## src/hdl/pdc_defs.svh

```systemverilog
// Constants for the power-down mode controller
`ifndef PDC_DEFS_SVH
`define PDC_DEFS_SVH
`define PDC_OFF_SBY 12'h000
`define PDC_OFF_HALTA 12'h004
`define PDC_OFF_HALTB 12'h008
`define PDC_OFF_HALTC 12'h00C
`define PDC_OFF_CLKDIV 12'h010
`define PDC_OFF_STATUS 12'h014
`define PDC_SBY_RST 16'h4F00
`define PDC_SBY_WMASK 16'hDF80
`define PDC_HALTA_RST 32'hFFFFFFFF
`define PDC_HALTB_RST 32'hFFFFFFFF
`define PDC_HALTC_RST 32'hFFFFFFFF
`define PDC_CLKDIV_RST 16'h0222
`define PDC_BIT_SOFT_STANDBY_SELECT 15
`define PDC_BIT_HOLD 14
`define PDC_BIT_SLEEP_EXCEPTION_ENABLE 7
`define PDC_STS_HI 12
`define PDC_STS_LO 8
`define PDC_TMR_HI 11
`define PDC_TMR_LO 8
`define PDC_TMR_MASK 32'h00000F00
`define PDC_SCI_BIT 0
`endif

```

## src/hdl/pdc_pkg.sv

```systemverilog
// Types of the power-down mode controller
package pdc_pkg;
    typedef enum logic [4:0] {
        PDC_RUN = 5'h01,
        PDC_SLEEP = 5'h02,
        PDC_CLKSTOP = 5'h04,
        PDC_SWSBY = 5'h08,
        PDC_SETTLE = 5'h10
    } pdc_state_e;
    typedef struct packed {
        logic [31:0] addr;
        logic write;
        logic [2:0] size;
        logic [1:0] trans;
        logic sel;
    } pdc_ahb_req_s;
endpackage

```

## src/hdl/pdc_ctrl.sv

```systemverilog
// Power-down mode controller with AHB-Lite register slave
//
// The implementer's own choices: the AHB-Lite slave port and the placing of the registers.
`include "pdc_defs.svh"
`timescale 1ns/1ns
`default_nettype none
module pdc_ctrl (
    input wire logic hclk,
    input wire logic hresetn,
    input wire logic hsel,
    input wire logic [31:0] haddr,
    input wire logic [1:0] htrans,
    input wire logic hwrite,
    input wire logic [2:0] hsize,
    input wire logic hready,
    input wire logic [31:0] hwdata,
    output logic [31:0] hrdata,
    output logic hreadyout,
    output logic hresp,
    input wire logic sleep_exec,
    input wire logic hw_standby_pin,
    input wire logic wdt_watchdog_mode,
    input wire logic irq_any,
    input wire logic irq_external,
    input wire logic irq_timer_wdt,
    input wire logic periph_clk_tick,
    output logic sleep_exception,
    output logic cpu_halt,
    output logic osc_stop,
    output logic wdt_halt,
    output logic [31:0] module_halt,
    output logic [31:0] module_reset,
    output logic [3:0] timer_halt,
    output logic timer_pin_off,
    output logic wake_resume,
    output logic bus_float_n,
    output logic port_hold,
    output logic port_hiz_n,
    output logic [15:0] clock_divider_control
);
    pdc_pkg::pdc_state_e state;
    pdc_pkg::pdc_state_e next_state;
    pdc_pkg::pdc_ahb_req_s req;
    logic [15:0] standby_control;
    logic [31:0] module_halt_reg_a;
    logic [31:0] module_halt_reg_b;
    logic [31:0] module_halt_reg_c;
    logic [19:0] settle_cnt;
    logic [19:0] settle_len;
    logic wr_go;
    logic rd_go;
    logic [4:0] sts;
    logic soft_standby_select;
    logic bus_output_hold_enable;
    logic sleep_exception_enable;

    assign soft_standby_select = standby_control[`PDC_BIT_SOFT_STANDBY_SELECT];
    assign bus_output_hold_enable = standby_control[`PDC_BIT_HOLD];
    assign sleep_exception_enable = standby_control[`PDC_BIT_SLEEP_EXCEPTION_ENABLE];
    assign sts = standby_control[`PDC_STS_HI:`PDC_STS_LO];

    // Always zero wait, OKAY only
    assign hreadyout = 1'b1;
    assign hresp = 1'b0;

    // Address phase capture
    always_ff @(posedge hclk or negedge hresetn) begin
        if (!hresetn) begin
            req <= '0;
        end else if (hready) begin
            req.sel <= hsel & htrans[1];
            req.addr <= haddr;
            req.write <= hwrite;
            req.size <= hsize;
            req.trans <= htrans;
        end
    end
    assign wr_go = req.sel & req.write;
    assign rd_go = hsel & htrans[1] & ~hwrite & hready;

    // Standby control register; wake never touches the select bit
    always_ff @(posedge hclk or negedge hresetn) begin
        if (!hresetn) begin
            standby_control <= `PDC_SBY_RST;
        end else if (wr_go && req.addr[11:0] == `PDC_OFF_SBY) begin
            standby_control <= hwdata[15:0] & `PDC_SBY_WMASK;
        end
    end

    // Module halt registers, every bit halted after reset
    always_ff @(posedge hclk or negedge hresetn) begin
        if (!hresetn) begin
            module_halt_reg_a <= `PDC_HALTA_RST;
            module_halt_reg_b <= `PDC_HALTB_RST;
            module_halt_reg_c <= `PDC_HALTC_RST;
            clock_divider_control <= `PDC_CLKDIV_RST;
        end else if (wr_go) begin
            case (req.addr[11:0])
                `PDC_OFF_HALTA: module_halt_reg_a <= hwdata;
                `PDC_OFF_HALTB: module_halt_reg_b <= hwdata;
                `PDC_OFF_HALTC: module_halt_reg_c <= hwdata;
                `PDC_OFF_CLKDIV: clock_divider_control <= hwdata[15:0];
                default: ;
            endcase
        end
    end

    // Read data registered in the address phase, ready for the data phase
    always_ff @(posedge hclk or negedge hresetn) begin
        if (!hresetn) begin
            hrdata <= 32'h00000000;
        end else if (rd_go) begin
            case (haddr[11:0])
                `PDC_OFF_SBY: hrdata <= {16'h0000, standby_control};
                `PDC_OFF_HALTA: hrdata <= module_halt_reg_a;
                `PDC_OFF_HALTB: hrdata <= module_halt_reg_b;
                `PDC_OFF_HALTC: hrdata <= module_halt_reg_c;
                `PDC_OFF_CLKDIV: hrdata <= {16'h0000, clock_divider_control};
                `PDC_OFF_STATUS: hrdata <= {27'h0000000, state};
                default: hrdata <= 32'h00000000;
            endcase
        end
    end

    // Settle length from code; reserved codes fall back to the longest
    always_comb begin
        case (sts)
            5'h05: settle_len = 20'h00040;
            5'h06: settle_len = 20'h00200;
            5'h07: settle_len = 20'h00400;
            5'h08: settle_len = 20'h00800;
            5'h09: settle_len = 20'h01000;
            5'h0A: settle_len = 20'h04000;
            5'h0B: settle_len = 20'h08000;
            5'h0C: settle_len = 20'h10000;
            5'h0D: settle_len = 20'h20000;
            5'h0E: settle_len = 20'h40000;
            default: settle_len = 20'h80000;
        endcase
    end

    // Sleep entry and wake decisions
    always_comb begin
        next_state = state;
        case (state)
            pdc_pkg::PDC_RUN: begin
                if (sleep_exec && !sleep_exception_enable) begin
                    if (soft_standby_select && !wdt_watchdog_mode) begin
                        next_state = pdc_pkg::PDC_SWSBY;
                    // Timer halt bits are left out: timers may keep running in clock stop
                    end else if ((module_halt_reg_a | `PDC_TMR_MASK) == 32'hFFFFFFFF) begin
                        next_state = pdc_pkg::PDC_CLKSTOP;
                    end else begin
                        next_state = pdc_pkg::PDC_SLEEP;
                    end
                end
            end
            pdc_pkg::PDC_SLEEP: begin
                if (irq_any) next_state = pdc_pkg::PDC_RUN;
            end
            pdc_pkg::PDC_CLKSTOP: begin
                if (irq_external || irq_timer_wdt) next_state = pdc_pkg::PDC_RUN;
            end
            pdc_pkg::PDC_SWSBY: begin
                if (irq_external) next_state = pdc_pkg::PDC_SETTLE;
            end
            pdc_pkg::PDC_SETTLE: begin
                if (periph_clk_tick && settle_cnt <= 20'h00001) next_state = pdc_pkg::PDC_RUN;
            end
            default: next_state = pdc_pkg::PDC_RUN;
        endcase
    end

    // Mode state; hardware standby pin acts like a hold in run state
    always_ff @(posedge hclk or negedge hresetn) begin
        if (!hresetn) begin
            state <= pdc_pkg::PDC_RUN;
        end else if (hw_standby_pin) begin
            state <= pdc_pkg::PDC_RUN;
        end else begin
            state <= next_state;
        end
    end

    // Settle counter on peripheral clock ticks
    always_ff @(posedge hclk or negedge hresetn) begin
        if (!hresetn) begin
            settle_cnt <= 20'h00000;
        end else if (state == pdc_pkg::PDC_SWSBY) begin
            settle_cnt <= settle_len;
        end else if (state == pdc_pkg::PDC_SETTLE && periph_clk_tick && settle_cnt != 20'h00000) begin
            settle_cnt <= settle_cnt - 20'h00001;
        end
    end

    // Exception flag follows sleep_exec one cycle later for as long as it is held; resume is a one-cycle pulse
    always_ff @(posedge hclk or negedge hresetn) begin
        if (!hresetn) begin
            sleep_exception <= 1'b0;
            wake_resume <= 1'b0;
        end else begin
            sleep_exception <= state == pdc_pkg::PDC_RUN && sleep_exec && sleep_exception_enable;
            wake_resume <= state != pdc_pkg::PDC_RUN && next_state == pdc_pkg::PDC_RUN && !hw_standby_pin;
        end
    end

    // Per-module control outputs
    always_ff @(posedge hclk or negedge hresetn) begin
        if (!hresetn) begin
            cpu_halt <= 1'b0;
            osc_stop <= 1'b0;
            wdt_halt <= 1'b0;
            module_halt <= 32'hFFFFFFFF;
            module_reset <= 32'h00000000;
            timer_halt <= 4'hF;
            timer_pin_off <= 1'b0;
            port_hold <= 1'b0;
            port_hiz_n <= 1'b1;
            bus_float_n <= 1'b1;
        end else begin
            cpu_halt <= hw_standby_pin || next_state != pdc_pkg::PDC_RUN;
            osc_stop <= hw_standby_pin || next_state == pdc_pkg::PDC_SWSBY;
            wdt_halt <= hw_standby_pin || next_state == pdc_pkg::PDC_SWSBY;
            if (hw_standby_pin) begin
                module_halt <= 32'hFFFFFFFF;
                module_reset <= 32'hFFFFFFFF;
                timer_halt <= 4'hF;
            end else if (next_state == pdc_pkg::PDC_CLKSTOP || next_state == pdc_pkg::PDC_SWSBY) begin
                module_halt <= 32'hFFFFFFFF;
                module_reset <= 32'h00000001 << `PDC_SCI_BIT;
                timer_halt <= (next_state == pdc_pkg::PDC_SWSBY) ? 4'hF
                    : module_halt_reg_a[`PDC_TMR_HI:`PDC_TMR_LO];
            end else begin
                module_halt <= module_halt_reg_a;
                module_reset <= 32'h00000000;
                timer_halt <= module_halt_reg_a[`PDC_TMR_HI:`PDC_TMR_LO];
            end
            timer_pin_off <= next_state == pdc_pkg::PDC_CLKSTOP;
            port_hold <= next_state == pdc_pkg::PDC_CLKSTOP || next_state == pdc_pkg::PDC_SWSBY;
            port_hiz_n <= !hw_standby_pin;
            bus_float_n <= !(next_state == pdc_pkg::PDC_SWSBY && !bus_output_hold_enable)
                && !hw_standby_pin;
        end
    end
endmodule
`default_nettype wire

```

## config.mk

```make
export PLATFORM = sky130hd
export DESIGN_NAME = pdc_ctrl
export DESIGN_NICKNAME = d
export VERILOG_FILES = /design/src/hdl/pdc_pkg.sv /design/src/hdl/pdc_ctrl.sv
export VERILOG_INCLUDE_DIRS = /design/src /design/src/hdl
export SDC_FILE = /design/constraint.sdc
export NUM_CORES = 1
export LEC_CHECK = 0
export BUFFER_PORTS_ARGS = -buffer_cell sky130_fd_sc_hd__buf_4
export CAP_MARGIN = 20
export CORE_UTILIZATION = 25
export DETAILED_ROUTE_END_ITERATION = 12
export PLACE_DENSITY = 0.4
export SYNTH_ARGS = -nofsm -noshare
export SYNTH_HDL_FRONTEND = slang
export SYNTH_SLANG_ARGS = --single-unit
export TNS_END_PERCENT = 10
```

## constraint.sdc

```tcl
create_clock -name hclk -period 3 [get_ports hclk]
set_clock_uncertainty 0.2 [all_clocks]
set_input_delay 0 -clock hclk [delete_from_list [all_inputs] [get_ports hclk]]
set_output_delay 0 -clock hclk [all_outputs]
set_load 0.1 [all_outputs]
```

==> summary.md <==
| Metric | Value |
|---|---|
| Max IR drop VDD | `0.3995 mV` |
| Startpoint types | `flip-flop` |
| Routed length per placed instance | `19.48 um` |
| Drt first pass iters | `5` |
| Register Area | `6110 sq um` |
| Pwr Total | `8159 uW` |
| Status | `finished, final reports clean` |
| WP data required | `3230 ps` |
| Global-route wire length before repair | `51910 um` |
| Cell row count | `76` |
| Clk_lat worst skew | `550 ps` |
| Clock power share | `42.4%` |
| Critical path's slowest cell | `or4_4` |
| Reg2reg path depth | `7` |
| Hold Vio Cnt, Final | `0` |
| RR Startpoint | `module_halt_reg_a[3]` |
| Largest net degree at the start of global routing | `58` |
| Yosys top cell by area | `dfstp_2` |
| Element type at the critical path end | `flip-flop` |
| Switching Share | `28.79%` |
| Worst Path Buf+Inv | `2` |
| Nets@finish | `1222` |
| Vias in the first global route | `8198` |
| Max-cap viol count | `0` |
| # port buffers | `181` |
| Part of the cycle the worst path needs | `96.97%` |
| Avg Cell Area, Syn | `12.16 sq um` |
| Setup slack at placement | `266.0 ps` |
| Hold_sp | `hwdata[31]` |
| H-tree depth | `1` |
| Setup slack after layout | `91.04 ps` |
| Setup violations, final | `0` |
| Power Density | `558.2 nW/um^2` |
| Die extent in y | `210.9 um` |
| Worst-Margin Slew | `755.2 ps` |
| Gpl congestion | `0.8024` |
| Area share of the largest cell type after synthesis | `34.45%` |
| Synthesized instance count | `897` |
| Yosys warning count | `0` |
| Crit Path Max Fanout | `4` |
| Clock sinks | `237` |
| Layout Utilization | `33.93%` |
| Comb power frac | `15.1%` |
| Worst EP arrival | `3140 ps` |
| CTS tree | `done` |
| Clk pin slew, worst setup/hold paths | `60 ps` |
| Pint | `5810 uW` |
| Hold path depth | `3` |
| Fin cells | `1745` |
| Worst hold path type | `input port to flip-flop` |
| Met1 usage | `21.88%` |
| Critical path class | `flip-flop to flip-flop` |
| Ys flop type | `dfstp_2` |
| Antenna violations before repair | `1` |
| Area Overhead vs Synth | `34.01%` |
| DR DRC count | `0` |
| Core Footprint | `43080 sq um` |
| Switching pwr | `2349 uW` |
| Max_slew headroom | `49.35%` |
| Grt met2 use | `24.57%` |
| Cell family with most CP delay | `simple AND/OR/NAND/NOR gates` |
| Initial DRC Count | `370` |
| Total GRT Usage | `15.41%` |
| Post-Syn Area | `10910 sq um` |
| Clock root buffer | `clkbuf_16` |
| Syn Nets | `981` |
| # diodes | `0` |
| # IOs | `208` |
| Routed wire length | `33990 um` |
| Post-synthesis sequential area ratio | `56.02%` |
| Slew Viols, Final | `0` |
| Cell count after placement | `1617` |
| Met3 Usage GRT | `2.676%` |
| Crit path cell chain | `nand4_1 -> or4_4 -> o41ai_2 -> buf_4 -> or3b_2 -> a21oi_1 -> dlygate4sd3_1` |
| Layout cells sized above 1 | `50.78%` |
| Seq pwr share | `42.5%` |
| Number of synthesized flops with an enable pin | `0` |
| Via/cell ratio | `4.578` |
| CTS Buf Count | `29` |
| Post-detail-place hpwl | `22660 um` |
| Multi-input gate area | `4289 sq um` |
| Post-route setup TNS | `0 ps` |
| Top Usage Layer GRT | `met2` |
| Post-layout min period | `2909 ps` |
| Hold EP | `module_halt_reg_a[31]` |
| Static Leak | `0.006173 uW` |
| Ys async rst share | `100.0%` |
| Starting Density | `25.32%` |
| Post-synth cell types | `70` |
| Die width | `210.9 um` |
| Final ANT Viol Nets | `0` |
| FMAX | `343.8 MHz` |
| # fillers | `4338` |
| Slowest stage delay, CP | `610 ps` |
| Area contributors post-synth | `dfstp_2 (34%), dfrtp_1 (22%), mux2_2 (16%), nand2_1 (2.6%), buf_4 (2.5%)` |
| Setup slack, reg-to-reg | `90 ps` |
| Max Root-Sink Buffers | `3` |
| Die Area | `44470 sq um` |
| GRT Residual Overflow | `0` |
| Routed vias | `7988` |
| Synth Register Bits | `237` |
| Critical R2R Capture | `state[1]` |
-- per-stage QoR --
| step | hold slack (ps) | instance area [sq um] |
|---|---|---|
| after floorplan | -495.6 | 10910 |
| after global placement | -166.4 | 12900 |
| after detailed placement | -168.0 | 12900 |
| after CTS | 22.52 | 14610 |
| after global routing | 41.10 | 14620 |
| final | 46.44 | 14620 |
-- how the worst max path moves through the flow --
stage / from / end / depth (start not counted)
finish: module_halt_reg_a[3] / state[1] / 7
global route: module_halt_reg_a[3] / state[1] / 7
CTS: module_halt_reg_a[4] / state[1] / 7
detailed placement: module_halt_reg_a[4] / port_hold / 7
global placement: module_halt_reg_a[4] / port_hold / 7
floorplan: settle_cnt[0] / settle_cnt[14] / 7
-- cells in the final DEF, fill, tap and decap left out, drive strengths merged, types with 4 or more instances in the layout --
master / instances
nand3: 10
nand4: 13
xor2: 4
clkinv: 8
dfstp: 143
a22o: 5
mux2: 155
nand2: 77
o21ai: 42
buf: 218
nor2b: 15
clkbuf: 42
nor4: 14
a22oi: 25
mux4: 8
or3: 10
mux2i: 6
nand2b: 4
dlygate4sd3: 74
or4: 9
o211ai: 7
nor3: 8
nor2: 64
o22ai: 6
a31oi: 7
dfrtp: 94
inv: 15
a21oi: 25
-- flip-flops by register name, indices dropped and copies added (netlist names), 2 cells and up --
register,flops
module_halt_reg_c,32
module_halt_reg_a,32
module_reset,2
hrdata,32
standby_control,8
timer_halt,4
clock_divider_control,16
settle_cnt,20
req,14
module_halt_reg_b,32
state,5
module_halt,32
-- worst register-to-register path, cell delays in order, from the launching register on --
cell,delay (ps)
dfstp_2,550
nand4_1,210
or4_4,610
o41ai_2,340
buf_4,170
or3b_2,110
a21oi_1,50
dlygate4sd3_1,550
-- per-layer routing --
| layer | routed length, um | vias to the layer above |
|---|---|---|
| li1 | - | 3685 |
| met1 | 16240 | 4097 |
| met2 | 15720 | 179 |
| met3 | 1629 | 27 |
| met4 | 389 | 0 |
| met5 | 0 | - |
-- power by group through the flow --
stage               Clock, uW  Sequential (uW)  Combinational (uW)
floorplan                   0             3830                 474
global placement            0             3520                1150
detailed placement          0             3520                1150
CTS                      3580             3470                1250
global route             3710             3490                1300
finish                   3460             3470                1230
-- layout make-up --
cell class / count / share of cell area, %
inverter: 14 / 0.3595
sequential: 237 / 41.80
timing repair buffer: 292 / 17.05
multi-input combinational: 564 / 29.34
clock inverter: 11 / 0.5907
tap: 585 / 5.008
clock buffer: 42 / 5.847
-- synth_stat cells, types with 7 or more instances --
cell and count:
a21oi_1 25, or4_1 8, o211ai_1 7, dfrtp_1 94, nand3_1 10, dfstp_2 143, inv_1 13, nor2_1 62
clkbuf_1 20, buf_4 36, mux4_2 8, o21ai_0 40, a31oi_1 7, a22oi_1 25, nand2_1 77, nand4_1 13
nor4_1 12, or3_1 10, mux2_2 154, buf_2 20, nor3_1 7, nor2b_1 15
-- repair_timing --
item / in CTS / in global routing
gates resized for setup: 0 / 2
hold endpoints to repair: 314 / 0
setup endpoints to repair: 0 / 1
hold buffers: 75 / 0
setup buffers: 0 / 0
-- cell families (layout without fill, tap and decap cells) --
family | Yosys count | after routing | synth area share (%)
multiplexers | 169 | 169 | 18.21
buffers and inverters | 96 | 359 | 4.979
AO/OA/AOI/OAI | 141 | 141 | 8.363
adder cells (fa/ha/maj) | 3 | 3 | 0.3442
flip-flops | 237 | 237 | 56.02
other | 2 | 2 | 0.06886
XOR/XNOR | 5 | 5 | 0.4015
AND/OR/NAND/NOR | 244 | 244 | 11.62
Power figures use the tool's default switching activity.
